`config.mk`:
```
export PLATFORM = sky130hd
export DESIGN_NAME = dcs_status_regs
export DESIGN_NICKNAME = d
export VERILOG_FILES = /design/src/dcs_func_timer.v /design/src/dcs_byte_pick.v /design/src/dcs_status_regs.v
export VERILOG_INCLUDE_DIRS = /design/src /design/src/src
export SDC_FILE = /design/constraint.sdc
export NUM_CORES = 1
export LEC_CHECK = 0
export BUFFER_PORTS_ARGS = -buffer_cell sky130_fd_sc_hd__buf_2
export CORE_MARGIN = 1
export CORE_UTILIZATION = 59
export CTS_BUF_LIST = sky130_fd_sc_hd__clkbuf_4 sky130_fd_sc_hd__clkbuf_8
export CTS_CLUSTER_DIAMETER = 200
export DETAILED_ROUTE_END_ITERATION = 16
export PLACE_DENSITY = 0.86
export RECOVER_POWER = 100
export SLEW_MARGIN = 20
export SYNTH_ARGS = -nofsm -noshare
export SYNTH_HDL_FRONTEND = slang
export SYNTH_SLANG_ARGS = --single-unit
```
`constraint.sdc`:
```
create_clock -name sys_clk -period 9.4 [get_ports sys_clk]
set_clock_uncertainty 0.1 [all_clocks]
set_input_delay 1.88 -clock sys_clk [delete_from_list [all_inputs] [get_ports sys_clk]]
set_output_delay 1.88 -clock sys_clk [all_outputs]
set_load 0.01 [all_outputs]
```
`src/dcs_consts.vh`:
```
// constants for the disk controller status and address word block
`ifndef DCS_CONSTS_VH
`define DCS_CONSTS_VH

// port selection codes
`define DCS_SEL_CTRL 4'h0
`define DCS_SEL_CART_ADDR 4'h1
`define DCS_SEL_FIX_ADDR 4'h2
`define DCS_SEL_HEAD_CMD 4'h3
`define DCS_SEL_RECAL_CMD 4'h4
`define DCS_SEL_STATUS 4'h8
`define DCS_SEL_CUR_ADDR 4'h9
`define DCS_SEL_RD_CART 4'ha
`define DCS_SEL_RD_FIX 4'hb
`define DCS_SEL_UNIT_STAT 4'hc
`define DCS_SEL_ERR_POS 4'hd
`define DCS_SEL_ERR_PAT 4'he

// control and status word fields
`define DCS_B_READY 0
`define DCS_F_FUNC_LO 1
`define DCS_F_FUNC_HI 3
`define DCS_B_IE 6
`define DCS_B_IDLE 7
`define DCS_F_UNIT_LO 8
`define DCS_F_UNIT_HI 9
`define DCS_B_OPI 10
`define DCS_B_DCK 11
`define DCS_B_DTL 12
`define DCS_B_DE 14
`define DCS_B_ERR 15
`define DCS_F_ATTN_LO 16
`define DCS_F_ATTN_HI 19
`define DCS_F_ECC_LO 20
`define DCS_F_ECC_HI 21
`define DCS_B_BAD_SECTOR_ERROR_INHIBIT 22
`define DCS_B_SSE 23
`define DCS_B_IR 24
`define DCS_B_MTN 25
`define DCS_B_LARGE 26
`define DCS_B_AUTO_BAD_SECTOR_INHIBIT 27
`define DCS_B_WINH 28
`define DCS_B_FMT 29

// drive command word flags
`define DCS_B_RTZ 6
`define DCS_B_CYL_FLAG 13
`define DCS_B_HEAD_FLAG 14
`define DCS_B_CTRL_FLAG 15

// address and error word widths
`define DCS_CART_ADDR_W 16
`define DCS_FIX_ADDR_W 19
`define DCS_ERR_POS_W 13
`define DCS_ERR_PAT_W 11

// function timeout: 150 ms of 4 ns cycles, sized to the timer width
`define DCS_TIMEOUT_CYC 26'h23c3460

`define DCS_RST_WORD 32'h0000_0000

`endif

```
`src/dcs_func_timer.v`:
```
// function timeout counter
`timescale 1ns/1ps
`default_nettype none

module dcs_func_timer #(
    parameter CNT_W = 26,
    parameter [CNT_W-1:0] LIMIT = 26'h23c3460
) (
    input wire sys_clk,
    input wire rst_n,
    input wire start,
    input wire stop,
    input wire disable_to,
    output reg expire_ff
);

    reg [CNT_W-1:0] cnt_ff;
    reg run_ff;

    always @(posedge sys_clk or negedge rst_n)
    begin
        if (!rst_n)
        begin
            cnt_ff <= {CNT_W{1'b0}};
            run_ff <= 1'b0;
            expire_ff <= 1'b0;
        end
        else
        begin
            expire_ff <= 1'b0;
            if (start)
            begin
                cnt_ff <= {CNT_W{1'b0}};
                run_ff <= 1'b1;
            end
            else if (stop)
                run_ff <= 1'b0;
            else if (run_ff && !disable_to)
            begin
                // expiry fires once at the limit, then the timer stops
                if (cnt_ff == LIMIT - 1'b1)
                begin
                    expire_ff <= 1'b1;
                    run_ff <= 1'b0;
                end
                cnt_ff <= cnt_ff + 1'b1;
            end
        end
    end

endmodule

`default_nettype wire

```
`src/dcs_byte_pick.v`:
```
// byte-at-a-time reader for a two-byte drive status
`timescale 1ns/1ps
`default_nettype none

module dcs_byte_pick (
    input wire sys_clk,
    input wire rst_n,
    input wire load,
    input wire [15:0] status_in,
    input wire take,
    output wire [7:0] byte_out
);

    reg [15:0] hold_ff;
    reg idx_ff;

    always @(posedge sys_clk or negedge rst_n)
    begin
        if (!rst_n)
        begin
            hold_ff <= 16'h0000;
            idx_ff <= 1'b0;
        end
        else if (load)
        begin
            hold_ff <= status_in;
            idx_ff <= 1'b0;
        end
        else if (take)
            idx_ff <= ~idx_ff;
    end

    // low byte first, then high byte, then wraps
    assign byte_out = idx_ff ? hold_ff[15:8] : hold_ff[7:0];

endmodule

`default_nettype wire

```
`src/dcs_status_regs.v`:
```
// disk controller status, address and error word bank
//
// Behaviour
// RULE1: current address reads back in read/write address layout, last sector handled.
// RULE2: operation incomplete flags a function not done within about 150 ms.
// RULE3: drive status goes to host one byte per read.
// RULE4: error position returned on bits 12 to 0 after read error.
// RULE5: error correction pattern for 11-bit burst on bits 10 to 0.
// RULE6: bits 12 and 11 driven low with the correction pattern.
// RULE7: host head select: head in 3..0, bit 14 set, 13 and 15 clear.
// RULE8: host recalibrate: bit 6 and 15 set, bits 13 and 14 clear.
// RULE9: cartridge address: sector 5..0, head bit 6, cylinder 15..7.
// RULE10: large-drive address: sector 4..0, head 8..5, cylinder 18..9.
// RULE11: status bit 0 set while selected drive is ready.
// RULE12: status echoes function code, interrupt enable and unit number.
// RULE13: status bit 7 set while controller ready for a function.
// RULE14: status carries incomplete, check, late, drive and composite error flags.
// RULE15: per-drive attention flags in bits 16 to 19.
// RULE16: ecc comparison outcome in status bits 20 and 21.
// RULE17: status bit 23 set when skip-sector marker seen.
// RULE18: status bit 24 set when interrupt request raised.
// RULE19: status bit 26 set when large drive selected.
// RULE20: echo diagnostic bit 25, skip error inhibit 22, auto skip inhibit 27.
// RULE21: status bit 28 echoes timeout disable and write block.
// RULE22: status bit 29 echoes large-drive format request.
// RULE23: error cause encoded in four flags with composite set.
// RULE24: control word bits 16 to 19 clear matching attention flags.
// RULE25: unused status bits 4, 5, 13, 30, 31 read zero.
`timescale 1ns/1ps
`default_nettype none
`include "dcs_consts.vh"

module dcs_status_regs #(
    parameter TO_W = 26,
    parameter [TO_W-1:0] TIMEOUT_CYC = `DCS_TIMEOUT_CYC
) (
    input wire sys_clk,
    input wire rst_n,
    input wire port_strobe,
    input wire port_write,
    input wire [3:0] port_sel,
    input wire [31:0] bus_y_in,
    output reg [31:0] bus_y_out_ff,
    output reg bus_y_valid_ff,
    output reg slow_interrupt_request_ff,
    input wire [1:0] large_unit_number,
    input wire large_unit_present,
    input wire [3:0] selected_unit_ready,
    input wire func_done,
    input wire err_evt,
    input wire [3:0] err_cause,
    input wire [3:0] unit_attention_evt,
    input wire ecc_valid,
    input wire [1:0] ecc_outcome,
    input wire [`DCS_ERR_POS_W-1:0] err_position,
    input wire [`DCS_ERR_PAT_W-1:0] err_pattern,
    input wire err_info_valid,
    input wire bad_sector_marker_evt,
    input wire cur_addr_upd,
    input wire [`DCS_FIX_ADDR_W-1:0] cur_addr_in,
    input wire unit_stat_load,
    input wire [15:0] unit_stat_in,
    output reg func_start_ff,
    output reg [31:0] ctrl_word_ff,
    output reg [`DCS_CART_ADDR_W-1:0] cartridge_drive_data_address_ff,
    output reg [`DCS_FIX_ADDR_W-1:0] fixed_drive_data_address_ff,
    output reg head_cmd_ff,
    output reg [3:0] head_number_ff,
    output reg return_to_track_zero_ff
);

    reg rst_meta_ff;
    reg rst_sync_ff;
    reg busy_ff;
    reg [3:0] err_ff;
    reg [3:0] unit_attention_ff;
    reg [1:0] ecc_ff;
    reg bad_sector_marker_seen_ff;
    reg irq_raised_ff;
    reg [`DCS_FIX_ADDR_W-1:0] cur_addr_ff;
    reg [`DCS_ERR_POS_W-1:0] err_pos_ff;
    reg [`DCS_ERR_PAT_W-1:0] err_pat_ff;
    reg [31:0] nxt_rd_word;
    reg [31:0] status_word;
    wire sys_rst_n;
    wire ctrl_wr;
    wire start_req;
    wire timeout_pulse;
    wire finish;
    wire [7:0] unit_byte;
    wire [1:0] unit_number;
    wire write_block;

    // reset release through two stages
    always @(posedge sys_clk or negedge rst_n)
    begin
        if (!rst_n)
        begin
            rst_meta_ff <= 1'b0;
            rst_sync_ff <= 1'b0;
        end
        else
        begin
            rst_meta_ff <= 1'b1;
            rst_sync_ff <= rst_meta_ff;
        end
    end
    assign sys_rst_n = rst_sync_ff;

    assign ctrl_wr = port_strobe && port_write && (port_sel == `DCS_SEL_CTRL);
    // a control word with the idle bit cleared starts the function
    assign start_req = ctrl_wr && !bus_y_in[`DCS_B_IDLE];
    assign unit_number = ctrl_word_ff[`DCS_F_UNIT_HI:`DCS_F_UNIT_LO];
    assign write_block = ctrl_word_ff[`DCS_B_WINH];
    assign finish = busy_ff && (func_done || timeout_pulse);

    dcs_func_timer #(
        .CNT_W(TO_W),
        .LIMIT(TIMEOUT_CYC)
    ) u_timer (
        .sys_clk(sys_clk),
        .rst_n(sys_rst_n),
        .start(start_req),
        .stop(func_done),
        .disable_to(write_block),
        .expire_ff(timeout_pulse)
    ); // RULE2

    dcs_byte_pick u_unit_bytes (
        .sys_clk(sys_clk),
        .rst_n(sys_rst_n),
        .load(unit_stat_load),
        .status_in(unit_stat_in),
        .take(port_strobe && !port_write && (port_sel == `DCS_SEL_UNIT_STAT)),
        .byte_out(unit_byte)
    ); // RULE3

    // control word, drive commands and address words
    always @(posedge sys_clk or negedge sys_rst_n)
    begin
        if (!sys_rst_n)
        begin
            ctrl_word_ff <= `DCS_RST_WORD;
            func_start_ff <= 1'b0;
            cartridge_drive_data_address_ff <= {`DCS_CART_ADDR_W{1'b0}};
            fixed_drive_data_address_ff <= {`DCS_FIX_ADDR_W{1'b0}};
            head_cmd_ff <= 1'b0;
            head_number_ff <= 4'h0;
            return_to_track_zero_ff <= 1'b0;
        end
        else
        begin
            func_start_ff <= start_req;
            head_cmd_ff <= 1'b0;
            return_to_track_zero_ff <= 1'b0;
            if (ctrl_wr)
                ctrl_word_ff <= bus_y_in; // RULE12 RULE20 RULE21 RULE22
            if (port_strobe && port_write)
            begin
                case (port_sel)
                    `DCS_SEL_CART_ADDR:
                        cartridge_drive_data_address_ff <= bus_y_in[`DCS_CART_ADDR_W-1:0]; // RULE9
                    `DCS_SEL_FIX_ADDR:
                        fixed_drive_data_address_ff <= bus_y_in[`DCS_FIX_ADDR_W-1:0]; // RULE10
                    `DCS_SEL_HEAD_CMD:
                    begin
                        // words with the wrong flag pattern are ignored
                        if (bus_y_in[`DCS_B_HEAD_FLAG] && !bus_y_in[`DCS_B_CYL_FLAG] &&
                            !bus_y_in[`DCS_B_CTRL_FLAG])
                        begin
                            head_cmd_ff <= 1'b1; // RULE7
                            head_number_ff <= bus_y_in[3:0];
                        end
                    end
                    `DCS_SEL_RECAL_CMD:
                    begin
                        if (bus_y_in[`DCS_B_RTZ] && bus_y_in[`DCS_B_CTRL_FLAG] &&
                            !bus_y_in[`DCS_B_CYL_FLAG] && !bus_y_in[`DCS_B_HEAD_FLAG])
                            return_to_track_zero_ff <= 1'b1; // RULE8
                    end
                    default:
                    begin
                        head_cmd_ff <= 1'b0;
                    end
                endcase
            end
        end
    end

    // function progress, error and event flags
    always @(posedge sys_clk or negedge sys_rst_n)
    begin
        if (!sys_rst_n)
        begin
            busy_ff <= 1'b0;
            err_ff <= 4'h0;
            unit_attention_ff <= 4'h0;
            ecc_ff <= 2'b00;
            bad_sector_marker_seen_ff <= 1'b0;
            irq_raised_ff <= 1'b0;
            slow_interrupt_request_ff <= 1'b0;
        end
        else
        begin
            // a new function clears the previous outcome
            if (start_req)
            begin
                busy_ff <= 1'b1;
                err_ff <= 4'h0;
                ecc_ff <= 2'b00;
            end
            else if (finish)
                busy_ff <= 1'b0; // RULE13
            if (busy_ff && timeout_pulse && !func_done)
                err_ff <= err_ff | 4'b0001; // RULE2 RULE23
            // an error event in the starting cycle still lands
            else if (err_evt)
                err_ff <= (start_req ? 4'h0 : err_ff) | err_cause; // RULE23
            // set wins over the clear from the host
            unit_attention_ff <= (unit_attention_ff &
                ~(ctrl_wr ? bus_y_in[`DCS_F_ATTN_HI:`DCS_F_ATTN_LO] : 4'h0)) | unit_attention_evt; // RULE15 RULE24
            if (ecc_valid)
                ecc_ff <= ecc_outcome; // RULE16
            if (bad_sector_marker_evt)
                bad_sector_marker_seen_ff <= 1'b1; // RULE17
            else if (ctrl_wr && bus_y_in[`DCS_B_SSE])
                bad_sector_marker_seen_ff <= 1'b0;
            if (finish && ctrl_word_ff[`DCS_B_IE])
            begin
                irq_raised_ff <= 1'b1; // RULE18
                slow_interrupt_request_ff <= 1'b1;
            end
            else if (ctrl_wr)
            begin
                irq_raised_ff <= 1'b0;
                slow_interrupt_request_ff <= 1'b0;
            end
        end
    end

    // drive-side reports held for readback
    always @(posedge sys_clk or negedge sys_rst_n)
    begin
        if (!sys_rst_n)
        begin
            cur_addr_ff <= {`DCS_FIX_ADDR_W{1'b0}};
            err_pos_ff <= {`DCS_ERR_POS_W{1'b0}};
            err_pat_ff <= {`DCS_ERR_PAT_W{1'b0}};
        end
        else
        begin
            if (cur_addr_upd)
                cur_addr_ff <= cur_addr_in; // RULE1
            if (err_info_valid)
            begin
                err_pos_ff <= err_position; // RULE4
                err_pat_ff <= err_pattern; // RULE5
            end
        end
    end

    always @*
    begin
        status_word = 32'h0000_0000; // RULE25
        status_word[`DCS_B_READY] = selected_unit_ready[unit_number]; // RULE11
        status_word[`DCS_F_FUNC_HI:`DCS_F_FUNC_LO] = ctrl_word_ff[`DCS_F_FUNC_HI:`DCS_F_FUNC_LO]; // RULE12
        status_word[`DCS_B_IE] = ctrl_word_ff[`DCS_B_IE];
        status_word[`DCS_F_UNIT_HI:`DCS_F_UNIT_LO] = unit_number;
        status_word[`DCS_B_IDLE] = !busy_ff; // RULE13
        status_word[`DCS_B_OPI] = err_ff[0]; // RULE14
        status_word[`DCS_B_DCK] = err_ff[1];
        status_word[`DCS_B_DTL] = err_ff[2];
        status_word[`DCS_B_DE] = err_ff[3];
        status_word[`DCS_B_ERR] = |err_ff; // RULE23
        status_word[`DCS_F_ATTN_HI:`DCS_F_ATTN_LO] = unit_attention_ff; // RULE15
        status_word[`DCS_F_ECC_HI:`DCS_F_ECC_LO] = ecc_ff; // RULE16
        status_word[`DCS_B_BAD_SECTOR_ERROR_INHIBIT] = ctrl_word_ff[`DCS_B_BAD_SECTOR_ERROR_INHIBIT]; // RULE20
        status_word[`DCS_B_SSE] = bad_sector_marker_seen_ff; // RULE17
        status_word[`DCS_B_IR] = irq_raised_ff; // RULE18
        status_word[`DCS_B_MTN] = ctrl_word_ff[`DCS_B_MTN]; // RULE20
        status_word[`DCS_B_LARGE] = large_unit_present && (unit_number == large_unit_number); // RULE19
        status_word[`DCS_B_AUTO_BAD_SECTOR_INHIBIT] = ctrl_word_ff[`DCS_B_AUTO_BAD_SECTOR_INHIBIT]; // RULE20
        status_word[`DCS_B_WINH] = write_block; // RULE21
        status_word[`DCS_B_FMT] = ctrl_word_ff[`DCS_B_FMT]; // RULE22
    end

    always @*
    begin
        nxt_rd_word = 32'h0000_0000;
        case (port_sel)
            `DCS_SEL_STATUS:
                nxt_rd_word = status_word;
            `DCS_SEL_CUR_ADDR:
                nxt_rd_word[`DCS_FIX_ADDR_W-1:0] = cur_addr_ff; // RULE1
            `DCS_SEL_RD_CART:
                nxt_rd_word[`DCS_CART_ADDR_W-1:0] = cartridge_drive_data_address_ff;
            `DCS_SEL_RD_FIX:
                nxt_rd_word[`DCS_FIX_ADDR_W-1:0] = fixed_drive_data_address_ff;
            `DCS_SEL_UNIT_STAT:
                nxt_rd_word[7:0] = unit_byte; // RULE3
            `DCS_SEL_ERR_POS:
                nxt_rd_word[`DCS_ERR_POS_W-1:0] = err_pos_ff; // RULE4
            `DCS_SEL_ERR_PAT:
                nxt_rd_word[`DCS_ERR_PAT_W-1:0] = err_pat_ff; // RULE5 RULE6
            default:
                nxt_rd_word = 32'h0000_0000;
        endcase
    end

    // read data registered, answered one cycle after the strobe
    always @(posedge sys_clk or negedge sys_rst_n)
    begin
        if (!sys_rst_n)
        begin
            bus_y_out_ff <= 32'h0000_0000;
            bus_y_valid_ff <= 1'b0;
        end
        else
        begin
            bus_y_valid_ff <= port_strobe && !port_write;
            if (port_strobe && !port_write)
                bus_y_out_ff <= nxt_rd_word;
        end
    end

endmodule

`default_nettype wire

```
After elaboration in Yosys (flattened, before gate mapping)
Cells that the tools add are included.
- register bits after elaboration: 210
- input bits: 123
- output and inout port bits: 108
- add/subtract/negate cells: 1
- $lt $le $gt $ge: 1
- equal/unequal tests: 14
- multiplexer cells: 40
- bitwise gates (word level): 5
- reduce and logical (&&, ||, !) cells: 41
- operator list (cell ; number):
    $mux W26 ; 3
    $pmux W8 S7 ; 1
    $eq A4 B4 Y1 const B ; 7
    $add A26 B1 Y26 const B ; 1
    $eq A26 B26 Y1 const B ; 1
    $mux W1 ; 24
    $pmux W3 S6 ; 1
    $logic_and A1 B1 Y1 ; 17
    $mux W4 ; 3
    $pmux W3 S4 ; 1
    $reduce_bool A2 Y1 ; 6
    $mux W11 ; 1
    $pmux W2 S5 ; 1
    $pmux W3 S3 ; 1
    $eq A4 B2 Y1 const B ; 2
    $logic_not A1 Y1 ; 8
    $mux W8 ; 1
    $or A4 B4 Y4 ; 2
    $reduce_and A2 Y1 ; 4
    $reduce_bool A3 Y1 ; 2
    $and A4 B4 Y4 ; 1
    $eq A4 B1 Y1 const B ; 1
    $eq A4 B3 Y1 const B ; 1
    $logic_not A4 Y1 ; 1
    other kinds (10) ; 11

Logic depth before layout (Yosys ltp)
Gate-level depths: netlist of run 1.
- depth in word-level cells: 7
- mapped depth: 8
- depth with buffers taken out: 5

Hierarchy
A second synthesis of run 1 with hierarchy kept.
- cell total of the unflattened synthesis: 816
- area total of the unflattened synthesis: 9542.9 um^2
- modules (own cells, without submodules) (module ; instances ; cells each ; area each (um^2) ; seq. area each (um^2)):
    dcs_status_regs ; 1 ; 615 ; 7231.9 ; 4078.9
    dcs_func_timer ; 1 ; 155 ; 1532.7 ; 700.7
    dcs_byte_pick ; 1 ; 46 ; 778.2 ; 425.4

Worst setup path before layout of run 1
OpenSTA, ideal clock, no wires.
- kind: input -> register
- from: input port port_sel[1]
- to: register fixed_drive_data_address_ff[10]
- setup time: 0.125 ns
- arrival time: 3.342 ns
- slack: 5.833 ns
- stages: 6
- path through: buf_2 > nor2b_1 > clkbuf_1 > nand2_1 > clkbuf_1 > mux2_2
- word-level cells in the longest chain between the ends: 2
- ends and longest elaborated chain (what ; RTL line ; RTL):
    start, declared ; dcs_status_regs.v:41 ; input wire [3:0] port_sel,
    $eq A4 B2 Y1 ; dcs_status_regs.v:160 ; case (port_sel)
    $reduce_and A2 Y1 (no line) ; - ;
    end signal, assigned ; dcs_status_regs.v:146 ; fixed_drive_data_address_ff <= {`DCS_FIX_ADDR_W{1'b0}};
    end signal, assigned ; dcs_status_regs.v:164 ; fixed_drive_data_address_ff <= bus_y_in[`DCS_FIX_ADDR_W-1:0];
    end, declared ; dcs_status_regs.v:66 ; output reg [`DCS_FIX_ADDR_W-1:0] fixed_drive_data_address_ff,
Every way passes these cells.
A chain may end at the register's enable or synchronous reset.

==> key figures, run 1 <==
STA
  – Worst Tran Pin Value: 4.43 ns
  – Final setup fails: 0
  – Tmin final: 5.23 ns
  – Final Max Slew Viols: 259
  – Fmax: 191 MHz
  – Setup TNS: 0 ns
  – RSZ-0062 raised after global routing: no
  – Slew Limit Headroom: -196%
  – Final Hold Fails: 0
  – Worst hold slack: 0.231 ns
  – Final Cycle Share: 55.6%

CTS
  – Inserted Clock Buffers: 35
  – H-tree depth: 2
  – Post-CTS setup buffers: 0
  – Max Root-Sink Buffers: 3
  – CTS Root Cell: clkbuf_8
  – CTS sink count: 208
  – CTS clk-pin slew, worst paths: 0.06 ns
  – Clk_lat worst skew: 0.52 ns
  – CTS tree: yes
  – Hold-fix buffers at CTS: 0
  – Cts repair resizes: 0

Worst setup path
  – Slowest-stage cell, CP: clkbuf_2
  – Critical path class: register to asynchronous set/reset pin
  – R2r setup slk: 4.17 ns
  – Worst setup path start: rst_sync_ff
  – Worst path required time: 8.87 ns
  – CP Capture Type: asynchronous set/reset pin
  – CP Launch Type: register
  – Crit Path Max Fanout: 186
  – Slowest cell delay on critical path: 3.20 ns
  – WP buf/inv: 1
  – R2r startpoint: rst_sync_ff
  – WP data arrival: 4.70 ns
  – Crit. path cell count: 1
  – Reg-to-Reg End: ctrl_word_ff[18]
  – End point of the critical path: ctrl_word_ff[18]
  – R2R cell count: 1
  – CP delay by family, top: buffers and inverters
  – CP Cell Sequence: clkbuf_2

Global routing
  – First-pass GRT wire length: 39400 microns
  – Vias in the first global route: 7496
  – Antenna violations before repair: 3
  – GR Util All Layers: 32.0%
  – Largest net degree at the start of global routing: 187
  – Total gr overflow: 0

Synth
  – Synth Flop Type: dfrtp_1
  – FFs w/ async S/R, synth: 100%
  – Count of different cell masters after synthesis: 62
  – Syn_area_per_cell: 11.7 sq um
  – Cell Area, Synth: 0.00924 sq mm
  – Post-Synthesis Cells: 790
  – Sequential share of the synthesized area: 56.4%
  – Synth warnings: 0
  – Yosys reg bits: 208
  – Number of flops mapped to enable cells by yosys: 0

Hold path
  – Hold Path Class: register to asynchronous set/reset pin

Finish
  – Fillers: 1075
  – Layout cell share with drive strength beyond 1: 29.5%
  – Layout Nets: 1129
  – Synthesis-to-layout area growth: 19.3%

Pwr
  – Power Dens Cells: 201 mW/mm^2
  – Switch Pwr: 0.609 mW
  – Clk pwr share: 37.7%
  – Maximum vdd drop: 148 uV
  – Combinational Power Share: 14.1%
  – Internal Power: 1.61 mW
  – Seq pwr share: 48.3%
  – Leak Pwr: 5.05 nW
  – Sw Ratio: 27.5%

Die
  – Die Span Y: 127 microns
  – FP Rows: 45
  – Initial Util: 60.5%
  – Core area: 0.0153 sq mm
  – Die W: 127 microns
  – IO Pins: 231
  – Die area: 0.0162 sq mm

Outcome
  – Failing checks: max-capacitance violations, max-slew violations
  – Status: complete, but fails checks

Route
  – DRC: 0
  – Drt first pass iters: 6
  – Final Routed Wirelength: 25100 microns
  – Avg WL per Cell: 20.1 microns
  – Post-DRT Antenna Nets: 0
  – Drt first-iter violations: 735
  – Vias/cell: 5.93
  – DR vias: 7387

Placed design
  – RePlAce Congestion: 0.854
  – IO Port Bufs: 228
  – HPWL after DPL: 17400 microns

Run
  – MaxCap Viol Count: 3
## cells in the mapped netlist (all sizes together), types with 5 or more instances
library cell,number,area share [%]
a21o,5,0.41
mux4,7,1.7
nand3,16,0.87
clkbuf,27,1.1
dfrtp,208,56
a21oi,20,1.1
or4,15,1.3
nand4,11,0.81
a22o,23,2.2
xnor2,5,0.47
buf,30,1.9
nor4,7,0.47
mux2,108,13
o31ai,13,1.1
o21ai,18,0.98
mux2i,13,1.4
xor2,8,0.76
nor2b,9,0.61
inv,6,0.24
nand2,136,5.5
nor3,8,0.43
nor2,25,1.0
a22oi,10,0.81
nand2b,7,0.47
## layout by cell type, fill, tap and decap left out, types with 3 or more instances in the layout
master,netlist,final
nand4_1,10,10
a221o_1,4,4
and2_1,3,3
o31ai_1,13,13
a21oi_1,20,20
o21ai_0,18,18
conb_1,2,3
buf_2,8,116
o221ai_1,4,4
clkbuf_4,0,9
a32o_1,3,3
or4_1,13,13
nand3b_1,3,3
nor3_1,8,7
nand2_1,136,136
inv_1,5,6
clkbuf_8,0,46
nor4_1,7,7
mux4_2,7,7
a22oi_1,10,10
a21o_1,5,5
xor2_1,8,8
clkinv_2,0,6
mux2i_1,13,13
dfrtp_1,208,208
a22o_1,23,23
a31oi_1,4,4
xnor2_1,5,5
clkbuf_1,27,116
nand3_1,16,16
diode_2,0,4
nor2b_1,9,9
mux2_2,108,108
nand2b_1,7,7
nor2_1,25,25
## per-layer routing
layer  wire length [microns]  vias to the layer above  GRT usage [%]
met5                       0                        -              0
li1                        -                     3256              -
met4                    1070                        0           15.6
met3                    1970                       77           6.78
met2                   12400                      367           52.7
met1                    9670                     3687           40.5
## worst min path at each step
stage                                     to  slack [ns]        start
floorplan                        rst_sync_ff        0.23  rst_meta_ff
global placement     u_unit_bytes.hold_ff[9]        0.12  rst_sync_ff
detailed placement   u_unit_bytes.hold_ff[6]        0.12  rst_sync_ff
CTS                 u_unit_bytes.hold_ff[15]        0.12  rst_sync_ff
global route                     rst_sync_ff        0.27  rst_meta_ff
finish               u_unit_bytes.hold_ff[7]        0.23  rst_sync_ff
## cells by family after synthesis
group                    share of synthesized area (%)
flip-flops                                        56.4
AO/OA/AOI/OAI                                     9.13
other                                           0.0813
buffers and inverters                             3.36
AND/OR/NAND/NOR                                   13.4
multiplexers                                      16.3
XOR/XNOR                                          1.23
adder cells (fa/ha/maj)                          0.135
## flip-flops by register name, summed over array words and instances, names as in the netlist, 2 cells and up
signal,flops
err_pat_ff,11
unit_attention_ff,4
fixed_drive_data_address_ff,19
cur_addr_ff,19
err_ff,4
err_pos_ff,13
head_number_ff,4
ctrl_word_ff,32
cartridge_drive_data_address_ff,16
u_unit_bytes.hold_ff,16
u_timer.cnt_ff,26
bus_y_out_ff,30
ecc_ff,2
## power by group through the flow
stage	Combinational (mW)	Sequential, mW	Clock, mW
2_1_floorplan	0.165	1.09	0
3_3_place_gp	0.318	1.07	0
3_5_place_dp	0.329	1.08	0
4_1_cts	0.331	1.07	0.843
5_1_grt	0.341	1.08	0.882
6_report	0.312	1.07	0.834
## layout make-up
class | instances | area [sq um] | share of cell area (%)
repair buffers | 234 | 1030 | 9.34
well taps | 211 | 264 | 2.40
clock inverters | 8 | 46.3 | 0.420
inverters | 8 | 30.0 | 0.273
diodes | 4 | 10.0 | 0.0909
flip-flops and latches | 208 | 5200 | 47.3
multi-input cells | 518 | 3730 | 33.9
clock buffers | 55 | 701 | 6.36
## stage by stage
stage	cells	setup WS (ns)	total power, mW	utilization [%]	instance area (sq um)
6_report	1246	4.17	2.21	72.2	11000
5_1_grt	1245	3.13	2.30	72.2	11000
4_1_cts	1242	5.36	2.24	73.3	11200
3_5_place_dp	1179	4.84	1.41	68.4	10400
3_3_place_gp	1179	4.91	1.39	68.4	10400
2_1_floorplan	791	3.07	1.26	-	9240
(Power assumes the default switching activity.)
==> run 2: changes to the inputs <==
--- a/config.mk
+++ b/config.mk
@@ -8,11 +8,11 @@
 export LEC_CHECK = 0
 export BUFFER_PORTS_ARGS = -buffer_cell sky130_fd_sc_hd__buf_2
 export CORE_MARGIN = 1
-export CORE_UTILIZATION = 59
+export CORE_UTILIZATION = 55
 export CTS_BUF_LIST = sky130_fd_sc_hd__clkbuf_4 sky130_fd_sc_hd__clkbuf_8
 export CTS_CLUSTER_DIAMETER = 200
 export DETAILED_ROUTE_END_ITERATION = 16
-export PLACE_DENSITY = 0.86
+export PLACE_DENSITY = 0.81
 export RECOVER_POWER = 100
 export SLEW_MARGIN = 20
 export SYNTH_ARGS = -nofsm -noshare
==> constraint.sdc (replaced) <==
create_clock -name sys_clk -period 5.5 [get_ports sys_clk]
set_clock_uncertainty 0.1 [all_clocks]
set_input_delay 1.1 -clock sys_clk [delete_from_list [all_inputs] [get_ports sys_clk]]
set_output_delay 1.1 -clock sys_clk [all_outputs]
set_load 0.01 [all_outputs]
==> key figures, run 2 (synthesized netlist as in run 1, its figures left out) <==
Global routing
  – Largest net degree at the start of global routing: 197 (was 187)
  – GR Util All Layers: 29.6% (was 32.0%)
  – Total gr overflow: 0 (unchanged)
  – First-pass GRT wire length: 39900 microns (was 39400 microns)
  – Antenna violations before repair: 3 (unchanged)
  – Vias in the first global route: 7300 (was 7496)

Worst setup path
  – WP buf/inv: 2 (was 1)
  – CP Launch Type: input port (was register)
  – Crit. path cell count: 6 (was 1)
  – Slowest-stage cell, CP: nor4bb_1 (was clkbuf_2)
  – Crit Path Max Fanout: 32 (was 186)
  – Critical path class: input port to register (was register to asynchronous set/reset pin)
  – Worst setup path start: port_sel[2] (was rst_sync_ff)
  – CP Capture Type: register (was asynchronous set/reset pin)
  – Reg-to-Reg End: u_timer.cnt_ff[19] (was ctrl_word_ff[18])
  – R2r startpoint: rst_sync_ff (unchanged)
  – R2R cell count: 2 (was 1)
  – Slowest cell delay on critical path: 0.90 ns (was 3.20 ns)
  – CP delay by family, top: simple AND/OR/NAND/NOR gates (was buffers and inverters)
  – CP Cell Sequence: clkbuf_1, nor4bb_1, nand2_1, inv_1, nand2_1, a22o_1 (was clkbuf_2)
  – WP data arrival: 4.26 ns (was 4.70 ns)
  – Worst path required time: 5.79 ns (was 8.87 ns)
  – R2r setup slk: 2.01 ns (was 4.17 ns)
  – End point of the critical path: err_ff[1] (was ctrl_word_ff[18])
  – Most common cell on crit path: nand2_1

STA
  – Final worst slack: 1.53 ns (was 4.17 ns)
  – Slew Limit Headroom: -95.8% (was -196%)
  – RSZ-0062 raised after global routing: no (unchanged)
  – Tmin final: 3.97 ns
  – Fmax: 252 MHz
  – Final Cycle Share: 72.3%
  – Final setup fails: 0 (unchanged)
  – Final Max Slew Viols: 121 (was 259)
  – Setup TNS: 0 ns (unchanged)
  – Worst Tran Pin Value: 2.94 ns (was 4.43 ns)
  – Final Hold Fails: 0 (unchanged)

Pwr
  – Combinational Power Share: 14.1% (about the same)
  – Internal Power: 2.76 mW (was 1.61 mW)
  – Leak Pwr: 5.06 nW (was 5.05 nW)
  – Sw Ratio: 27.4% (was 27.5%)
  – Maximum vdd drop: 289 uV (was 148 uV)
  – Switch Pwr: 1.04 mW (was 0.609 mW)
  – Seq pwr share: 48.0% (was 48.3%)
  – Power Dens Cells: 344 mW/mm^2 (was 201 mW/mm^2)
  – Clk pwr share: 37.8% (was 37.7%)

Die
  – IO Pins: 231 (unchanged)
  – Die area: 0.0173 sq mm (was 0.0162 sq mm)
  – FP Rows: 47 (was 45)
  – Die W: 132 microns (was 127 microns)
  – Initial Util: 56.1% (was 60.5%)
  – Die Span Y: 132 microns (was 127 microns)
  – Core area: 0.0165 sq mm (was 0.0153 sq mm)

Finish
  – Biggest regs: ctrl_word_ff x32, bus_y_out_ff x30, u_timer.cnt_ff x26 (unchanged)
  – Reg with most FFs: ctrl_word_ff (unchanged)
  – Fillers: 1300 (was 1075)
  – Layout Nets: 1131 (was 1129)
  – Layout cell share with drive strength beyond 1: 29.4% (was 29.5%)
  – Synthesis-to-layout area growth: 19.7% (was 19.3%)
  – Most frequent cells in the layout: dfrtp_1, nand2_1, clkbuf_1, buf_2, mux2_2 (was dfrtp_1, nand2_1, buf_2, clkbuf_1, mux2_2)
  – Largest register FFs: 32 (unchanged)
  – Leading cell type in the layout, fill and taps excluded: dfrtp_1 (unchanged)

Route
  – Avg WL per Cell: 20.0 microns (was 20.1 microns)
  – DR vias: 7411 (was 7387)
  – Drt first-iter violations: 790 (was 735)
  – Vias/cell: 5.90 (was 5.93)
  – DRC: 0 (unchanged)
  – Final Routed Wirelength: 25100 microns (about the same)
  – Drt first pass iters: 5 (was 6)
  – Post-DRT Antenna Nets: 0 (unchanged)

CTS
  – Post-CTS setup buffers: 0 (unchanged)
  – Clk_lat worst skew: 0.51 ns (was 0.52 ns)
  – H-tree depth: 2 (unchanged)
  – Hold-fix buffers at CTS: 0 (unchanged)
  – CTS Root Cell: clkbuf_8 (unchanged)
  – CTS sink count: 208 (unchanged)
  – Max Root-Sink Buffers: 3 (unchanged)
  – CTS clk-pin slew, worst paths: 0.06 ns (about the same)
  – Inserted Clock Buffers: 35 (unchanged)
  – Cts repair resizes: 0 (unchanged)
  – CTS tree: yes (unchanged)

Run
  – MaxCap Viol Count: 3 (unchanged)

Outcome
  – Status: complete, but fails checks (unchanged)
  – Failing checks: max-capacitance violations, max-slew violations (unchanged)

Placed design
  – Worst slack, placed: 1.81 ns (was 4.84 ns)
  – IO Port Bufs: 228 (unchanged)
  – RePlAce Congestion: 0.848 (was 0.854)
  – HPWL after DPL: 17600 microns (was 17400 microns)

Hold path
  – Hold Path Class: register to asynchronous set/reset pin (unchanged)
run 2: cell types whose count changed in the layout (fill, tap and decap cells not counted):
cell and delta:
mux2_2 -1, clkinv_2 -3, buf_16 +1, mux2_1 +1
clkbuf_4 +3, inv_6 -1, buf_4 +1, clkbuf_1 +1
clkbuf_2 -1
run 2: final cells by class:
cell class	count	area (sq um)	share of cell area, %
Clock buffer	58	723	6.54
Tap cell	220	275	2.49
Clock inverter	4	22.5	0.204
Timing Repair Buffer	236	1060	9.61
Multi-Input combinational cell	518	3730	33.7
Antenna cell	4	10.0	0.0905
Sequential cell	208	5200	47.1
Inverter	8	30.0	0.272
run 2: how the worst min path moves through the flow:
stage,from,to,slack [ns],depth (start not counted)
6_report,rst_sync_ff,u_unit_bytes.hold_ff[15],0.08,0
4_1_cts,rst_sync_ff,u_unit_bytes.hold_ff[15],0.07,0
2_1_floorplan,rst_meta_ff,rst_sync_ff,0.23,0
3_3_place_gp,rst_sync_ff,u_unit_bytes.hold_ff[14],0.06,0
5_1_grt,rst_sync_ff,u_unit_bytes.hold_ff[15],0.12,0
3_5_place_dp,rst_sync_ff,u_unit_bytes.hold_ff[6],0.06,0
run 2: worst reg2reg max path, stage by stage (launching register included):
cell and delay (ns):
dfrtp_1 0.61, clkbuf_1 2.13, buf_16 0.53
run 2: through the flow:
stage | utilization (%) | instance area (sq um) | instances | hold slack, ns | power [mW]
floorplan | - | 9240 | 791 | 0.231 | 2.15
global placement | 63.5 | 10400 | 1189 | 0.0622 | 2.39
detailed placement | 63.5 | 10400 | 1189 | 0.0617 | 2.41
CTS | 68.0 | 11200 | 1251 | 0.0725 | 3.84
global route | 67.1 | 11100 | 1255 | 0.121 | 3.95
finish | 67.2 | 11100 | 1256 | 0.0820 | 3.80
run 2: power groups by stage:
stage | logic [mW] | registers (mW) | clock network [mW]
4_1_cts | 0.567 | 1.82 | 1.45
6_report | 0.536 | 1.83 | 1.44
3_3_place_gp | 0.546 | 1.84 | 0
3_5_place_dp | 0.564 | 1.84 | 0
2_1_floorplan | 0.282 | 1.87 | 0
5_1_grt | 0.584 | 1.84 | 1.52
run 2: layer usage:
layer  wire [microns]  track usage, %
met4              976            13.7
met3             1730            6.17
met5                0               0
met1            10200            39.1
met2            12200            47.0
